File: src/hdl/ipm_regs.vh
// Purpose: Constants for the internal RAM process-ID protection block
// Assumes: 32-bit CPU addresses, process identifiers 0 to 7
// Notes:   Register offsets are byte addresses on the plain register port
//
// How it works
// - Boot ROMs, lower instr RAM, middle RAM, lower data RAM: fixed rules.
// - Fixed regions: processes 0 and 1 read, write RAM; others refused.
// - Fast retention RAM, both aliases: mask bit n allows process n.
// - Slow retention RAM: processes 0,1 always; mask bits 0-5 for 2-7.
// - Fast mask writable by process 0 only; slow mask by 0 or 1.
// - Upper 128 KB of instr and data RAM: permit and translate addresses.
// - Each translating unit has exactly 16 pages.
// - Page size field: 0 is 8 KB, 1 is 4 KB, 2 is 2 KB, per unit.
// - Page n starts at unit base plus page size times n.
// - Space above the 16 pages is left untranslated.
// - Untranslated remainder: processes 0 and 1 only.
// - Processes 0 and 1: virtual page maps to same physical page.
// - Processes 2-7: go to configured physical page, same offset.
// - 16 entries per unit: rights bits 6:4, virtual page 3:0; 0/1 write.
// - Rights 0 none, 1 all of 2-7, n only process n.
// - Processes 2-7: instr unit read only, data unit read and write.
`ifndef IPM_REGS_VH
`define IPM_REGS_VH
// Register offsets
`define IPM_FAST_MASK_OFS   8'h00
`define IPM_SLOW_MASK_OFS   8'h04
`define IPM_IPAGE_OFS       8'h08
`define IPM_DPAGE_OFS       8'h0c
`define IPM_STATUS_OFS      8'h10
`define IPM_IMAP_OFS        2'h1
`define IPM_DMAP_OFS        2'h2
// Reset values
`define IPM_FAST_MASK_RST   8'h03
`define IPM_SLOW_MASK_RST   6'h00
`define IPM_PAGE_RST        2'h0
`define IPM_MAP_RST         7'h00
// Map entry fields
`define IPM_RIGHT_HI        6
`define IPM_RIGHT_LO        4
`define IPM_VPAGE_HI        3
`define IPM_VPAGE_LO        0
`define IPM_RIGHT_ALL       3'h1
// Page size codes
`define IPM_PG_4K           2'h1
`define IPM_PG_2K           2'h2
// Address ranges
`define IPM_ROMA_LO         32'h4000_0000
`define IPM_ROMA_HI         32'h4005_ffff
`define IPM_ROMB_LO         32'h3ff9_0000
`define IPM_ROMB_HI         32'h3ff9_ffff
`define IPM_IRAM_LO         32'h4007_0000
`define IPM_IRAM_HI         32'h4007_ffff
`define IPM_MRAM_LO         32'h3ffe_0000
`define IPM_MRAM_HI         32'h3fff_ffff
`define IPM_MRAMB_LO        32'h400a_0000
`define IPM_MRAMB_HI        32'h400b_ffff
`define IPM_DRAM_LO         32'h3ffa_e000
`define IPM_DRAM_HI         32'h3ffb_ffff
`define IPM_FAST_LO         32'h3ff8_0000
`define IPM_FAST_HI         32'h3ff8_1fff
`define IPM_FASTB_LO        32'h400c_0000
`define IPM_FASTB_HI        32'h400c_1fff
`define IPM_SLOW_LO         32'h5000_0000
`define IPM_SLOW_HI         32'h5000_1fff
`define IPM_IMMU_BASE       32'h4008_0000
`define IPM_DMMU_BASE       32'h3ffc_0000
`endif

File: src/hdl/ipm_top.v
// Purpose: Process-ID protection and page translation for on-chip RAM
// Assumes: Memory returns read data in the cycle after its request
// Notes:   Each bus port sees only its own translating unit's range
//
// The implementer's own choices: the address-and-strobe port and the placing of the registers.
`include "ipm_regs.vh"

// One CPU bus port: decide, translate and gate one access per cycle
module ipm_port #(
    parameter [31:0] MMU_BASE = `IPM_IMMU_BASE,
    parameter        MMU_WR   = 1'b0
) (
    // Clock and reset
    input  wire         clk,
    input  wire         rst_n,
    // Configuration
    input  wire [1:0]   page_sel,
    input  wire [111:0] map_flat,
    input  wire [7:0]   fast_mask,
    input  wire [5:0]   slow_mask,
    // CPU side
    input  wire         req,
    input  wire         we,
    input  wire [31:0]  addr,
    input  wire [31:0]  wdata,
    input  wire [2:0]   pid,
    output reg  [31:0]  rdata,
    output reg          rvalid,
    output reg          viol,
    // Memory side
    output reg          mem_req,
    output reg          mem_we,
    output reg  [31:0]  mem_addr,
    output reg  [31:0]  mem_wdata,
    input  wire [31:0]  mem_rdata
);
    reg         ok;
    reg  [31:0] phys;
    reg         in_pg;
    reg         hit;
    reg  [3:0]  vp;
    reg  [3:0]  pp;
    reg  [6:0]  ent;
    reg  [2:0]  sidx;
    reg  [1:0]  rd_q;
    reg  [1:0]  ok_q;
    wire        priv;
    wire [16:0] off;
    integer     i;

    assign priv = (pid[2:1] == 2'b00);
    assign off  = addr[16:0];

    always @* begin
        ok    = 1'b1;
        phys  = addr;
        in_pg = 1'b1;
        hit   = 1'b0;
        vp    = off[16:13];
        pp    = 4'h0;
        ent   = 7'h00;
        sidx  = pid - 3'd2;
        // Unit geometry, 16 pages whatever the size
        case (page_sel)
            `IPM_PG_4K: begin
                in_pg = ~off[16];
                vp    = off[15:12];
            end
            `IPM_PG_2K: begin
                in_pg = (off[16:15] == 2'b00);
                vp    = off[14:11];
            end
            default:    vp    = off[16:13];
        endcase
        if ((addr >= `IPM_ROMA_LO && addr <= `IPM_ROMA_HI) ||
            (addr >= `IPM_ROMB_LO && addr <= `IPM_ROMB_HI)) begin
            ok = priv & ~we;
        end else if ((addr >= `IPM_IRAM_LO && addr <= `IPM_IRAM_HI) ||
                     (addr >= `IPM_MRAM_LO && addr <= `IPM_MRAM_HI) ||
                     (addr >= `IPM_MRAMB_LO && addr <= `IPM_MRAMB_HI) ||
                     (addr >= `IPM_DRAM_LO && addr <= `IPM_DRAM_HI)) begin
            ok = priv;
        end else if ((addr >= `IPM_FAST_LO && addr <= `IPM_FAST_HI) ||
                     (addr >= `IPM_FASTB_LO && addr <= `IPM_FASTB_HI)) begin
            ok = fast_mask[pid];
        end else if (addr >= `IPM_SLOW_LO && addr <= `IPM_SLOW_HI) begin
            ok = priv | slow_mask[sidx];
        end else if (addr[31:17] == MMU_BASE[31:17]) begin
            if (priv) begin
                ok = 1'b1; // Identity map, whole range
            end else if (!in_pg) begin
                ok = 1'b0;
            end else if (we && !MMU_WR) begin
                ok = 1'b0;
            end else begin
                // Entries index physical pages; lowest match wins
                for (i = 15; i >= 0; i = i - 1) begin
                    ent = map_flat[i*7 +: 7];
                    if (ent[`IPM_VPAGE_HI:`IPM_VPAGE_LO] == vp &&
                        (ent[`IPM_RIGHT_HI:`IPM_RIGHT_LO] == `IPM_RIGHT_ALL ||
                         ent[`IPM_RIGHT_HI:`IPM_RIGHT_LO] == pid)) begin
                        hit = 1'b1;
                        pp  = i[3:0];
                    end
                end
                ok = hit;
                // Base plus size times page, offset kept
                case (page_sel)
                    `IPM_PG_4K: phys = {addr[31:17], 1'b0, pp, off[11:0]};
                    `IPM_PG_2K: phys = {addr[31:17], 2'b00, pp, off[10:0]};
                    default:    phys = {addr[31:17], pp, off[12:0]};
                endcase
            end
        end
    end

    // Refused accesses never reach memory
    always @(posedge clk or negedge rst_n) begin
        if (!rst_n) begin
            mem_req   <= 1'b0;
            mem_we    <= 1'b0;
            mem_addr  <= 32'h0000_0000;
            mem_wdata <= 32'h0000_0000;
            viol      <= 1'b0;
            rd_q      <= 2'b00;
            ok_q      <= 2'b00;
            rdata     <= 32'h0000_0000;
            rvalid    <= 1'b0;
        end else begin
            mem_req   <= req & ok;
            mem_we    <= req & we & ok;
            mem_addr  <= (req & ok) ? phys : 32'h0000_0000;
            mem_wdata <= (req & we & ok) ? wdata : 32'h0000_0000;
            viol      <= req & ~ok;
            rd_q      <= {rd_q[0], req & ~we};
            ok_q      <= {ok_q[0], ok};
            rvalid    <= rd_q[1];
            rdata     <= (rd_q[1] & ok_q[1]) ? mem_rdata : 32'h0;
        end
    end
endmodule

module ipm_top (
    // Clock and reset
    input  wire         sys_clk,
    input  wire         rstn,
    // Register port
    input  wire [7:0]   reg_addr,
    input  wire [31:0]  reg_wdata,
    input  wire         reg_wr,
    input  wire         reg_rd,
    input  wire [2:0]   reg_pid,
    output reg  [31:0]  reg_rdata,
    // Instruction bus
    input  wire         ibus_req,
    input  wire         ibus_we,
    input  wire [31:0]  ibus_addr,
    input  wire [31:0]  ibus_wdata,
    input  wire [2:0]   ibus_pid,
    output wire [31:0]  ibus_rdata,
    output wire         ibus_rvalid,
    output wire         ibus_viol,
    // Instruction memory side
    output wire         imem_req,
    output wire         imem_we,
    output wire [31:0]  imem_addr,
    output wire [31:0]  imem_wdata,
    input  wire [31:0]  imem_rdata,
    // Data bus
    input  wire         dbus_req,
    input  wire         dbus_we,
    input  wire [31:0]  dbus_addr,
    input  wire [31:0]  dbus_wdata,
    input  wire [2:0]   dbus_pid,
    output wire [31:0]  dbus_rdata,
    output wire         dbus_rvalid,
    output wire         dbus_viol,
    // Data memory side
    output wire         dmem_req,
    output wire         dmem_we,
    output wire [31:0]  dmem_addr,
    output wire [31:0]  dmem_wdata,
    input  wire [31:0]  dmem_rdata
);
    reg  [1:0]   rst_sync;
    wire         rst_n;
    reg  [7:0]   fast_mask;
    reg  [5:0]   slow_mask;
    reg  [1:0]   instr_ram_page_size_sel;
    reg  [1:0]   data_ram_page_size_sel;
    reg  [6:0]   imap [0:15];
    reg  [6:0]   dmap [0:15];
    reg  [2:0]   status;
    reg  [111:0] imap_flat;
    reg  [111:0] dmap_flat;
    reg  [31:0]  next_rdata;
    reg  [2:0]   next_status;
    wire         sys_wr;
    wire         map_sel;
    integer      k;
    integer      j;

    // Release reset through two flops
    always @(posedge sys_clk or negedge rstn) begin
        if (!rstn) begin
            rst_sync <= 2'b00;
        end else begin
            rst_sync <= {rst_sync[0], 1'b1};
        end
    end
    assign rst_n = rst_sync[1];

    // Writer identity comes with each register write
    assign sys_wr  = reg_wr & (reg_pid[2:1] == 2'b00);
    assign map_sel = (reg_addr[7:6] == `IPM_IMAP_OFS) ||
                     (reg_addr[7:6] == `IPM_DMAP_OFS);

    always @* begin
        for (j = 0; j < 16; j = j + 1) begin
            imap_flat[j*7 +: 7] = imap[j];
            dmap_flat[j*7 +: 7] = dmap[j];
        end
    end

    always @(posedge sys_clk or negedge rst_n) begin
        if (!rst_n) begin
            fast_mask               <= `IPM_FAST_MASK_RST;
            slow_mask               <= `IPM_SLOW_MASK_RST;
            instr_ram_page_size_sel <= `IPM_PAGE_RST;
            data_ram_page_size_sel  <= `IPM_PAGE_RST;
            for (k = 0; k < 16; k = k + 1) begin
                imap[k] <= `IPM_MAP_RST;
                dmap[k] <= `IPM_MAP_RST;
            end
        end else if (reg_wr) begin
            if (reg_addr == `IPM_FAST_MASK_OFS && reg_pid == 3'd0)
                fast_mask <= reg_wdata[7:0];
            if (reg_addr == `IPM_SLOW_MASK_OFS && sys_wr)
                slow_mask <= reg_wdata[5:0];
            if (reg_addr == `IPM_IPAGE_OFS && sys_wr)
                instr_ram_page_size_sel <= reg_wdata[1:0];
            if (reg_addr == `IPM_DPAGE_OFS && sys_wr)
                data_ram_page_size_sel <= reg_wdata[1:0];
            if (reg_addr[7:6] == `IPM_IMAP_OFS && sys_wr &&
                reg_addr[1:0] == 2'b00)
                imap[reg_addr[5:2]] <= reg_wdata[6:0];
            if (reg_addr[7:6] == `IPM_DMAP_OFS && sys_wr &&
                reg_addr[1:0] == 2'b00)
                dmap[reg_addr[5:2]] <= reg_wdata[6:0];
        end
    end

    // Sticky events; a new event beats a clearing write
    always @* begin
        next_status = status;
        if (reg_wr && reg_addr == `IPM_STATUS_OFS)
            next_status = status & ~reg_wdata[2:0];
        next_status[0] = next_status[0] | ibus_viol;
        next_status[1] = next_status[1] | dbus_viol;
        if (reg_wr && !sys_wr &&
            (reg_addr == `IPM_SLOW_MASK_OFS || reg_addr == `IPM_IPAGE_OFS ||
             reg_addr == `IPM_DPAGE_OFS || map_sel))
            next_status[2] = 1'b1;
        if (reg_wr && reg_pid != 3'd0 && reg_addr == `IPM_FAST_MASK_OFS)
            next_status[2] = 1'b1;
    end

    always @* begin
        next_rdata = 32'h0000_0000;
        case (reg_addr)
            `IPM_FAST_MASK_OFS: next_rdata = {24'h0, fast_mask};
            `IPM_SLOW_MASK_OFS: next_rdata = {26'h0, slow_mask};
            `IPM_IPAGE_OFS: next_rdata = {30'h0, instr_ram_page_size_sel};
            `IPM_DPAGE_OFS: next_rdata = {30'h0, data_ram_page_size_sel};
            `IPM_STATUS_OFS:    next_rdata = {29'h0, status};
            default:            next_rdata = 32'h0000_0000;
        endcase
        if (reg_addr[7:6] == `IPM_IMAP_OFS)
            next_rdata = {25'h0, imap[reg_addr[5:2]]};
        if (reg_addr[7:6] == `IPM_DMAP_OFS)
            next_rdata = {25'h0, dmap[reg_addr[5:2]]};
        if (reg_addr[1:0] != 2'b00)
            next_rdata = 32'h0000_0000;
    end

    always @(posedge sys_clk or negedge rst_n) begin
        if (!rst_n) begin
            status    <= 3'b000;
            reg_rdata <= 32'h0000_0000;
        end else begin
            status    <= next_status;
            reg_rdata <= reg_rd ? next_rdata : 32'h0000_0000;
        end
    end

    // Instruction side: translated range read only for processes 2-7
    ipm_port #(.MMU_BASE(`IPM_IMMU_BASE), .MMU_WR(1'b0)) u_iport (
        .clk       (sys_clk),
        .rst_n     (rst_n),
        .page_sel  (instr_ram_page_size_sel),
        .map_flat  (imap_flat),
        .fast_mask (fast_mask),
        .slow_mask (slow_mask),
        .req       (ibus_req),
        .we        (ibus_we),
        .addr      (ibus_addr),
        .wdata     (ibus_wdata),
        .pid       (ibus_pid),
        .rdata     (ibus_rdata),
        .rvalid    (ibus_rvalid),
        .viol      (ibus_viol),
        .mem_req   (imem_req),
        .mem_we    (imem_we),
        .mem_addr  (imem_addr),
        .mem_wdata (imem_wdata),
        .mem_rdata (imem_rdata)
    );

    ipm_port #(.MMU_BASE(`IPM_DMMU_BASE), .MMU_WR(1'b1)) u_dport (
        .clk       (sys_clk),
        .rst_n     (rst_n),
        .page_sel  (data_ram_page_size_sel),
        .map_flat  (dmap_flat),
        .fast_mask (fast_mask),
        .slow_mask (slow_mask),
        .req       (dbus_req),
        .we        (dbus_we),
        .addr      (dbus_addr),
        .wdata     (dbus_wdata),
        .pid       (dbus_pid),
        .rdata     (dbus_rdata),
        .rvalid    (dbus_rvalid),
        .viol      (dbus_viol),
        .mem_req   (dmem_req),
        .mem_we    (dmem_we),
        .mem_addr  (dmem_addr),
        .mem_wdata (dmem_wdata),
        .mem_rdata (dmem_rdata)
    );
endmodule

File: config.mk
export PLATFORM = sky130hd
export DESIGN_NAME = ipm_top
export DESIGN_NICKNAME = d
export VERILOG_FILES = /design/src/hdl/ipm_top.v
export VERILOG_INCLUDE_DIRS = /design/src /design/src/hdl
export SDC_FILE = /design/constraint.sdc
export NUM_CORES = 1
export LEC_CHECK = 0
export ABC_AREA = 1
export CAP_MARGIN = 15
export CORE_MARGIN = 8
export CORE_UTILIZATION = 34
export DETAILED_ROUTE_END_ITERATION = 10
export DONT_BUFFER_PORTS = 1
export SYNTH_ARGS = -nofsm -noshare
export SYNTH_HDL_FRONTEND = slang
export SYNTH_SLANG_ARGS = --single-unit
File: constraint.sdc
create_clock -name sys_clk -period 13.4 [get_ports sys_clk]
set_input_delay 2.01 -clock sys_clk [delete_from_list [all_inputs] [get_ports sys_clk]]
set_output_delay 2.01 -clock sys_clk [all_outputs]
set_load 0.01 [all_outputs]
## After elaboration in Yosys (flattened, before gate mapping)

Index checks and enable logic that the tools add are counted.
Widths: inputs -> output; s select.

| word-level totals | value |
|---|---|
| bits in registers | 487 |
| memories | 0 |
| ROM bits | 0 |
| bits of input ports | 249 |
| logic and storage cells | 498 |
| output and inout bits | 232 |
| memory bits (writable) | 0 |
| bits in latches | 0 |

| cells by class | value |
|---|---|
| multipliers | 0 |
| magnitude comparators | 42 |
| mux-type cells | 132 |
| div/mod/pow operators | 0 |
| reductions and logical operators | 128 |
| bitwise logic cells | 28 |
| $add $sub $neg | 2 |
| shifts and indexed selects | 0 |
| eq/ne operators | 108 |

Operator list:

| operator | count |
|---|---|
| $ge 32x31->1 const B | 10 |
| $le 32x31->1 const B | 10 |
| $mux 32 | 10 |
| $ge 32x30->1 const B | 8 |
| $le 32x30->1 const B | 8 |
| $mux 17 | 15 |
| $bwmux 112 | 2 |
| $eq 4x4->1 | 32 |
| $mux 4 | 32 |
| $eq 3x1->1 const B | 32 |
| $eq 3x3->1 | 32 |
| $pmux 17 s2 | 2 |
| $logic_and 1x1->1 | 64 |
| $bmux 7 s4 | 2 |
| $mux 1 | 53 |
| $logic_or 1x1->1 | 46 |
| $pmux 8 s5 | 1 |
| $mux 7 | 5 |
| $demux 7 s4 | 1 |
| $eq 8x4->1 const B | 2 |
| $lt 3x4->1 const B | 4 |
| $pmux 4 s2 | 2 |
| $and 1x1->1 | 15 |
| $eq 15x13->1 const B | 1 |
| 23 further kinds | 51 |

## Depth between registers and ports, before layout

Gate-level depths: netlist (run 1).

| logic depth | value |
|---|---|
| word-level depth | 30 |
| gate-level depth with buffers | 29 |
| depth with buffers taken out | 28 |

## Modules after synthesis

Synthesis (run 1) repeated with hierarchy kept, for this count alone.

| second synthesis, totals | value |
|---|---|
| cell total of the unflattened synthesis | 3112 |
| area, all modules | 24616.1 µm² |

By module, submodules not included:

| module | seq. area each (µm²) | times used | area an instance (µm²) | cells each |
|---|---|---|---|---|
| ipm_top | 6383.6 | 1 | 11891.4 | 1544 |
| ipm_port at u_iport | 2602.5 | 1 | 6538.8 | 789 |
| ipm_port at u_dport | 2602.5 | 1 | 6185.9 | 779 |

## Worst setup path after synthesis (run 1)

Ideal clock, no wire load.

| timing path | value |
|---|---|
| path kind | input-to-reg |
| start point | input ibus_pid[2] |
| end point | register u_iport.mem_addr[21] |
| arrival time | 4.110 ns |
| stages | 20 |
| path buffers | 4 |
| data required time | 13.332 ns |
| slack | 9.222 ns |
| setup time | 0.068 ns |
| path through | buf_2 > buf_2 > xor2_1 > o31ai_1 > nand3_1 > nor4_2 > nor2_1 > nand2_1 > nor2_1 > nand2_1 > nand2_1 > nand2_1 > nand2_1 > nand2_1 > nand2_2 > a21oi_4 > inv_2 > buf_6 > buf_6 > nor2_4 |

| between the ends | value |
|---|---|
| longest elaborated chain between the ends | 29 |
| elaborated cells on any way between the ends | 82 |
| classes of those cells | 1 x add/sub; 16 x eq/ne; 29 x mux; 3 x bitwise; 33 x reduce/logical |

Ends and longest elaborated chain:

| item | line | RTL |
|---|---|---|
| start, declared | ipm_top.v:159 | `input wire [2:0] ibus_pid,` |
| $eq 3x3->1 | ipm_top.v:101 | `` ent[`IPM_RIGHT_HI:`IPM_RIGHT_LO] == pid)) begin `` |
| $logic_or 1x1->1 | ipm_top.v:100 | `` (ent[`IPM_RIGHT_HI:`IPM_RIGHT_LO] == `IPM_RIGHT_ALL \|\| `` |
| $logic_and 1x1->1 | ipm_top.v:99 | `` if (ent[`IPM_VPAGE_HI:`IPM_VPAGE_LO] == vp && `` |
| $mux 1 (16 in series) | ipm_top.v:99 |  |
| $mux 1 | ipm_top.v:93 | `end else if (we && !MMU_WR) begin` |
| $mux 1 | ipm_top.v:91 | `end else if (!in_pg) begin` |
| $mux 1 | ipm_top.v:89 | `if (priv) begin` |
| $mux 1 | ipm_top.v:88 | `end else if (addr[31:17] == MMU_BASE[31:17]) begin` |
| $mux 1 | ipm_top.v:86 | `` end else if (addr >= `IPM_SLOW_LO && addr <= `IPM_SLOW_HI) begin `` |
| $mux 1 | ipm_top.v:83 | `` end else if ((addr >= `IPM_FAST_LO && addr <= `IPM_FAST_HI) \|\| `` |
| $mux 1 | ipm_top.v:78 | `` end else if ((addr >= `IPM_IRAM_LO && addr <= `IPM_IRAM_HI) \|\| `` |
| $mux 1 (*) | ipm_top.v:75 | `` if ((addr >= `IPM_ROMA_LO && addr <= `IPM_ROMA_HI) \|\| `` |
| $and 1x1->1 (*) | ipm_top.v:132 | `mem_addr <= (req & ok) ? phys : 32'h0000_0000;` |
| $mux 32 (*) | ipm_top.v:132 |  |
| end signal, assigned | ipm_top.v:132 |  |
| end, declared | ipm_top.v:33 | `output reg [31:0] mem_addr,` |

Every way passes the cells marked *; elsewhere a longest branch is shown, timed or not. The select of a mux whose other input is x is not followed.
A chain may end at the register's enable or synchronous reset.

## Worst setup path after layout (run 1)

| timing path | value |
|---|---|
| start point | input dbus_addr[12] |
| end point | register u_dport.mem_wdata[18] |

| between the ends | value |
|---|---|
| longest elaborated chain between the ends | 28 |
| elaborated cells on any way between the ends | 90 |
| classes of those cells | 18 x order compare; 16 x eq/ne; 25 x mux; 1 x bitwise; 30 x reduce/logical |

Ends and longest elaborated chain:

| item | line | RTL |
|---|---|---|
| start, declared | ipm_top.v:172 | `input wire [31:0] dbus_addr,` |
| $pmux 4 s2 | ipm_top.v:64 | `case (page_sel)` |
| $eq 4x4->1 | ipm_top.v:99 |  |
| $logic_and 1x1->1 | ipm_top.v:99 |  |
| $mux 1 (16 in series) | ipm_top.v:99 |  |
| $mux 1 | ipm_top.v:91 |  |
| $mux 1 | ipm_top.v:89 |  |
| $mux 1 | ipm_top.v:88 |  |
| $mux 1 | ipm_top.v:86 |  |
| $mux 1 | ipm_top.v:83 |  |
| $mux 1 | ipm_top.v:78 |  |
| $mux 1 (*) | ipm_top.v:75 |  |
| $and 1x1->1 (*) | ipm_top.v:133 | `mem_wdata <= (req & we & ok) ? wdata : 32'h0000_0000;` |
| $mux 32 (*) | ipm_top.v:133 |  |
| end signal, assigned | ipm_top.v:133 |  |
| end, declared | ipm_top.v:34 | `output reg [31:0] mem_wdata,` |

Every way passes the cells marked *; elsewhere a longest branch is shown, timed or not.

==> out/qor.csv, run 1 <==
stage;metric;value;unit
outcome;outcome;completed;
floorplan;num ports;481;
critical_path;endpoint arrival time on the critical path;5.36;ns
critical_path;WS Path Type;input port to flip-flop;
global_routing;total overflow reported by the global router;0;
synthesis;top cells by area in the synthesized netlist;sky130_fd_sc_hd__dfrtp_1 (49%), sky130_fd_sc_hd__nand2_1 (8.8%), sky130_fd_sc_hd__o21ai_0 (7.0%), sky130_fd_sc_hd__inv_1 (5.6%), sky130_fd_sc_hd__xnor2_1 (5.3%);
global_routing;number of global-route vias before repair;18447;
final_layout;number of nets in the layout;3034;
floorplan;number of placement rows;96;
routing;number of design rule violations left after detail routing;0;
synthesis;share of Yosys cell area claimed by the top area cell type;0.492;
synthesis;mean instance size in the synthesized netlist;8.27;µm²
place;area post-placement;24000;µm²
place;hpwl dp;59.4;mm
flow_run;reported max-cap violation count;0;
cts;H-Tree Depth;2;
cts;Resize count post-CTS;0;
sta;number of hold violations in the final report;0;
cts;clock latency on the worst-skew pair;0.61;ns
routing;detailed-route wire length per cell;21.9;µm
synthesis;Synth Register Bits;463;
sta;worst clock skew;0.0240;ns
critical_path;data required time of the critical path;13.92;ns
routing;number of iterations in the first detailed-routing pass;8;
sta;time the final worst path needs with I/O delays and setup;4.84;ns
sta;period utilisation layout;0.361;
final_layout;final instance area;25800;µm²
routing;DRC violation total after the first TritonRoute iteration;1664;
routing;Post-Route WL;81.3;mm
synthesis;count leader, synth;sky130_fd_sc_hd__nand2_1;
global_routing;number of antenna violations at the first check in global routing;10;
floorplan;placeable core region;68500;µm²
hold_path;Min-Delay Path Class;flip-flop to flip-flop;
sta;RSZ-0062 raised after global routing;no;
cts;quantity of hold-fixing buffers added after cts;0;
cts;number of CTS-inserted buffers;52;
place;Port Buffers;0;
global_routing;global-route wire length before repair;121;mm
floorplan;Chip Width;279;µm
critical_path;count of cells along the worst register-to-register path;21;
pwr;worst-case vdd ir drop;0.0797;mV
sta;worst slew margin relative to its limit;0.158;
cts;clk root buf;sky130_fd_sc_hd__clkbuf_16;
pwr;power density over the cells;127;nW/µm²
routing;per-cell via count in the routed design;5.14;
floorplan;Die Span Y;279;µm
sta;f_max;207;MHz
cts;clock net sink count;463;
final_layout;layout overhead on the synthesized area;10.3;%
critical_path;kind of launch point of the worst setup path;input port;
final_layout;fraction of layout instances using a drive strength above 1;0.0586;
synthesis;gate count of the mapped netlist;2833;
cts;Clock transition at path regs;0.06;ns
synthesis;Primary FF master, synth;sky130_fd_sc_hd__dfrtp_1;
synthesis;synthesized area;23400;µm²
global_routing;pin count of the biggest net entering global routing;132;
sta;worst-margin pin slew;1.25;ns
sta;number of setup violations in the final report;0;
synthesis;sequential-to-total area share from yosys stat;0.495;
hold_path;instance count along the most critical hold path;0;
pwr;total power consumption of the routed design;3280;µW
place;final RePlAce weighted congestion;0.932;
cts;maximum number of buffers from clock root to sink;3;
floorplan;overall die area;77600;µm²
cts;CTS tree;built;
pwr;static leakage power;0.0120;µW
cts;number of buffers inserted to repair setup after CTS;0;
synthesis;distinct cell type count of the synthesized netlist;55;
sta;tightest hold margin;0.345;ns
routing;total number of vias;19035;
sta;Total Neg Setup Slack;0;ns
routing;number of nets with antenna violations after detailed routing;0;
critical_path;kind of capture point of the worst setup path;flip-flop;
synthesis;count of synthesis-stage warnings from yosys;0;
critical_path;Max Fanout on Critical Path;33;
sta;count of final max-slew check failures;0;
synthesis;cell taking the most area after synthesis;sky130_fd_sc_hd__dfrtp_1;
global_routing;GRT Resource Usage Total;0.202;
synthesis;number of enable flip-flop cells after synthesis;0;
synthesis;ranking of synthesized cells by instance count;sky130_fd_sc_hd__nand2_1 (552), sky130_fd_sc_hd__dfrtp_1 (461), sky130_fd_sc_hd__inv_1 (352), sky130_fd_sc_hd__o21ai_0 (330), sky130_fd_sc_hd__nor2_1 (300);
floorplan;starting density of the core;0.342;
synthesis;fraction of registers with async set or reset after synthesis;1.00;
sequential cells by signal (all words and copies together) (netlist names), 3 cells and up:
signal             flops
dmap                 112
fast_mask              8
imap                 112
reg_rdata              8
slow_mask              6
status                 3
u_dport.mem_addr      32
u_dport.mem_wdata     32
u_dport.rdata         32
u_iport.mem_addr      32
u_iport.mem_wdata     32
u_iport.rdata         32
power by group:
| part | switching (µW) | internal [µW] |
|---|---|---|
| Combinational | 186 | 77.9 |
| Clock | 616 | 910 |
| Sequential | 49.2 | 1440 |
| Total | 850 | 2430 |
per-layer routing:
layer / vias to the layer above / routed length, µm / GRT usage / part of all wire
met4: 8 / 2300 / 0.0598 / 0.028
met5: - / 56 / 0 / 0.00069
li1: 9010 / - / - / -
met3: 138 / 6890 / 0.0544 / 0.085
met2: 737 / 39700 / 0.347 / 0.49
met1: 9142 / 32300 / 0.246 / 0.40
critical path, cell delays in order:
cell,delay [ns]
sky130_fd_sc_hd__nand2_1,0.03
sky130_fd_sc_hd__nand3_1,0.18
sky130_fd_sc_hd__nand2_2,0.38
sky130_fd_sc_hd__xor2_1,0.27
sky130_fd_sc_hd__nor4_1,0.56
sky130_fd_sc_hd__nor2_1,0.20
sky130_fd_sc_hd__nand2_1,0.12
sky130_fd_sc_hd__inv_1,0.06
sky130_fd_sc_hd__nand3_1,0.10
sky130_fd_sc_hd__nand2_1,0.09
sky130_fd_sc_hd__nand2_1,0.07
sky130_fd_sc_hd__nand2_1,0.05
sky130_fd_sc_hd__nand2_1,0.05
sky130_fd_sc_hd__nand3b_1,0.07
sky130_fd_sc_hd__nand2_1,0.09
sky130_fd_sc_hd__nand2_2,0.37
sky130_fd_sc_hd__inv_2,0.22
sky130_fd_sc_hd__nand2_4,0.23
sky130_fd_sc_hd__nor2_1,0.17
placed cells by master, fill, tap and decap left out, types with 24 or more instances in the layout:
master / n
sky130_fd_sc_hd__inv_1: 350
sky130_fd_sc_hd__o31ai_1: 24
sky130_fd_sc_hd__o22ai_1: 82
sky130_fd_sc_hd__dfrtp_1: 460
sky130_fd_sc_hd__o21ai_0: 330
sky130_fd_sc_hd__xor2_1: 42
sky130_fd_sc_hd__nand2_1: 550
sky130_fd_sc_hd__nand4_1: 46
sky130_fd_sc_hd__xnor2_1: 143
sky130_fd_sc_hd__nor2_1: 300
sky130_fd_sc_hd__clkbuf_16: 54
sky130_fd_sc_hd__a22oi_1: 24
sky130_fd_sc_hd__a21oi_1: 54
sky130_fd_sc_hd__nand3_1: 91
sky130_fd_sc_hd__conb_1: 25
area by class of cell:
cell class,instances,area (µm²)
timing repair buffer,24,193
antenna,5,12.5
inverter,361,1360
fill,7082,42600
clock inverter,27,347
sequential,463,11600
multi-input combinational,1874,9760
tap,882,1100
clock buffer,67,1470
logic make-up (layout without fill, tap and decap cells):
kind of cell	count (synthesis)	after routing	share of synthesized area
other	2	30	0.000321
muxes	2	2	0.000908
buffers and inverters	519	479	0.0926
DFF	463	463	0.495
adders and majority gates	9	9	0.00481
AOI/OAI and AO/OA	571	571	0.140
and+or+nand+nor	1082	1082	0.197
xor gates and xnor gates	185	185	0.0692
worst paths after layout:
kind                                            from                    end  slack (ns)
max                                    dbus_addr[12]  u_dport.mem_wdata[18]        8.56
max reg2reg                data_ram_page_size_sel[0]  u_dport.mem_wdata[18]        8.90
min                                  u_dport.rd_q[0]        u_dport.rd_q[1]        0.35
min reg2reg                          u_dport.rd_q[0]        u_dport.rd_q[1]        0.35
min in group asynchronous                rst_sync[1]               imap[63]        0.43
max in group asynchronous                rst_sync[1]   u_dport.mem_wdata[2]       10.76
metrics by stage:
step	instances	worst slack [ns]	util
floorplan	2856	5.86	-
global placement	3604	8.03	0.351
CTS	3698	8.64	0.377
detailed placement	3604	7.99	0.351
global route	3703	8.18	0.377
finish	3703	8.56	0.377
No activity file was read; power rests on OpenSTA's default activity.
==> run 2: changes to the inputs <==
==> constraint.sdc (replaced) <==
create_clock -name sys_clk -period 5 [get_ports sys_clk]
set_input_delay 0.75 -clock sys_clk [delete_from_list [all_inputs] [get_ports sys_clk]]
set_output_delay 0.75 -clock sys_clk [all_outputs]
set_load 0.01 [all_outputs]
==> out/qor.csv, run 2 (synthesized netlist as in run 1, its figures left out) <==
stage;metric;value;unit;change
outcome;outcome;completed;;
place;hpwl dp;60.8;mm;+2.5%
critical_path;cell with the largest stage delay on the worst path;sky130_fd_sc_hd__ha_1;;
critical_path;category of cells accounting for the largest share of critical-path delay;simple AND/OR/NAND/NOR gates;;
final_layout;Storage cell area;11600;µm²;unchanged
hold_path;Min-Delay Path Class;input port to flip-flop;;
pwr;worst-case vdd ir drop;0.211;mV;+160%
sta;worst clock skew;0.0260;ns;+0.00201 ns
cts;H-Tree Depth;2;;unchanged
final_layout;registers with the highest flip-flop counts;dmap: 112 flops, imap: 112 flops;;
critical_path;Max Fanout on Critical Path;33;;unchanged
critical_path;data required time of the critical path;5.47;ns;-8.45 ns
cts;clock latency on the worst-skew pair;0.61;ns;about the same
sta;worst-margin pin slew;1.06;ns;-0.196 ns
pwr;static leakage power;0.0120;µW;+0.23%
place;final RePlAce weighted congestion;0.927;;-0.57%
place;Port Buffers;0;;unchanged
cts;maximum number of buffers from clock root to sink;3;;unchanged
sta;f_max;237;MHz;
floorplan;num ports;481;;unchanged
floorplan;starting density of the core;0.342;;unchanged
global_routing;global-route wire length before repair;123;mm;+1.6%
routing;total number of vias;19349;;+1.6%
routing;detailed-route wire length per cell;22.2;µm;+1.2%
global_routing;GRT Resource Usage Total;0.206;;+0.00414
floorplan;placeable core region;68500;µm²;unchanged
final_layout;final instance area;25900;µm²;+0.17%
sta;RSZ-0062 raised after global routing;no;;
critical_path;Most Frequent Cell on Critical Path;sky130_fd_sc_hd__nand2_1;;
cts;number of CTS-inserted buffers;52;;unchanged
final_layout;fillcell total;6964;;-1.7%
critical_path;largest stage delay on the critical path;0.47;ns;-0.09 ns
floorplan;Die Span Y;279;µm;unchanged
critical_path;cell-by-cell trace of the critical path;inv_1 > ha_1 > inv_2 > nand3_1 > nand2_1 > buf_4 > or2_2 > nand4_1 > nand2_1 > nor2_1 > nand3_1 > nand2_1 > nand2_1 > nand2_1 > nand2_1 > nand3b_1 > nand2_1 > nand2_2 > inv_2 > nand2_4 > nor2_1;;
flow_run;reported max-cap violation count;0;;unchanged
critical_path;kind of launch point of the worst setup path;flip-flop;;
cts;clock net sink count;463;;unchanged
routing;Post-Route WL;82.5;mm;+1.6%
routing;per-cell via count in the routed design;5.21;;+1.3%
floorplan;Chip Width;279;µm;unchanged
cts;Clock transition at path regs;0.06;ns;about the same
cts;clk root buf;sky130_fd_sc_hd__clkbuf_16;;
critical_path;kind of capture point of the worst setup path;flip-flop;;
floorplan;number of placement rows;96;;unchanged
global_routing;pin count of the biggest net entering global routing;142;;+7.6%
sta;number of hold violations in the final report;0;;unchanged
final_layout;number of nets in the layout;3046;;+0.40%
sta;Total Neg Setup Slack;0;ns;unchanged
final_layout;fraction of layout instances using a drive strength above 1;0.0611;;+0.00254
place;pre-CTS setup slack;0.820;ns;-7.17 ns
routing;number of design rule violations left after detail routing;0;;unchanged
final_layout;layout overhead on the synthesized area;10.5;%;
floorplan;overall die area;77600;µm²;unchanged
sta;worst slew margin relative to its limit;0.295;;+0.136
routing;DRC violation total after the first TritonRoute iteration;1740;;+4.6%
routing;number of iterations in the first detailed-routing pass;6;;-2
global_routing;total overflow reported by the global router;0;;unchanged
final_layout;most common cell after layout, fill and taps aside;sky130_fd_sc_hd__nand2_1;;
sta;period utilisation layout;0.845;;
final_layout;Multi-input gate area;9760;µm²;unchanged
final_layout;most frequent cells in the layout;sky130_fd_sc_hd__nand2_1 (550), sky130_fd_sc_hd__dfrtp_1 (460), sky130_fd_sc_hd__inv_1 (347);;
critical_path;endpoint arrival time on the critical path;4.69;ns;-0.67 ns
place;area post-placement;24100;µm²;+0.40%
sta;count of final max-slew check failures;0;;unchanged
pwr;power density over the cells;333;nW/µm²;+160%
global_routing;number of antenna violations at the first check in global routing;6;;-4
sta;time the final worst path needs with I/O delays and setup;4.22;ns;
sta;final worst setup slack;0.776;ns;-7.79 ns
critical_path;count of buffering cells on the critical path with inverters included;4;;+2
critical_path;WS Path Type;flip-flop to flip-flop;;
routing;number of nets with antenna violations after detailed routing;0;;unchanged
sta;number of setup violations in the final report;0;;unchanged
global_routing;number of global-route vias before repair;18636;;+1.0%
cts;CTS tree;built;;
-- run 2: cell types whose count changed in the layout (fill, tap and decap cells not counted), moves of 3 or more --
cell / before / now
sky130_fd_sc_hd__buf_4: 23 / 33
sky130_fd_sc_hd__clkbuf_1: 6 / 12
sky130_fd_sc_hd__clkbuf_8: 7 / 13
sky130_fd_sc_hd__bufinv_16: 7 / 3
sky130_fd_sc_hd__clkinv_2: 11 / 8
sky130_fd_sc_hd__inv_1: 350 / 347
-- run 2: metrics by stage --
| step | hold WS [ns] | utilization | power [µW] | cells |
|---|---|---|---|---|
| floorplan | 0.331 | - | 4550 | 2856 |
| CTS | 0.170 | 0.378 | 8730 | 3712 |
| global placement | 0.230 | 0.352 | 4770 | 3615 |
| global route | 0.176 | 0.378 | 8960 | 3714 |
| detailed placement | 0.232 | 0.352 | 4780 | 3615 |
| finish | 0.212 | 0.378 | 8620 | 3715 |
-- run 2: area by class of cell --
type | count | area share
inverters | 361 | 0.0524
multi-input cells | 1874 | 0.377
flip-flops and latches | 463 | 0.448
clock buffers | 79 | 0.0609
repair buffers | 36 | 0.0115
diodes | 3 | 0.000290
well taps | 882 | 0.0426
clock inverters | 17 | 0.00720
-- run 2: repair_timing --
| action | 4_1_cts | 5_1_grt |
|---|---|---|
| hold endpoints to repair | 2 | 0 |
| hold buffers | 1 | 0 |
| setup buffers | 0 | 0 |
| resized for setup | 0 | 0 |
-- run 2: where the power goes --
part | switching [µW] | internal (µW)
registers | 131 | 3860
clock network | 1580 | 2320
logic | 510 | 216
total | 2220 | 6400
-- run 2: path summary, 6_finish.rpt --
path	start	endpoint	slack [ns]	cells past startpoint
worst max-delay path	data_ram_page_size_sel[0]	u_dport.mem_wdata[20]	0.78	21
worst min-delay path	ibus_we	u_iport.rd_q[0]	0.21	1
worst max register to register	data_ram_page_size_sel[0]	u_dport.mem_wdata[20]	0.78	21
worst min register to register	rst_sync[1]	imap[60]	0.22	0
max in group asynchronous	rst_sync[1]	u_iport.rdata[7]	3.51	1
min in group asynchronous	rst_sync[1]	imap[60]	0.22	0
-- run 2: layer usage --
| metal | vias up | share of wire | GRT usage | wire, µm |
|---|---|---|---|---|
| met4 | 6 | 0.040 | 0.0773 | 3340 |
| met2 | 865 | 0.48 | 0.343 | 39200 |
| met1 | 9287 | 0.39 | 0.251 | 32500 |
| met3 | 162 | 0.090 | 0.0600 | 7410 |
| li1 | 9029 | - | - | - |
| met5 | - | 0.00052 | 0 | 43 |
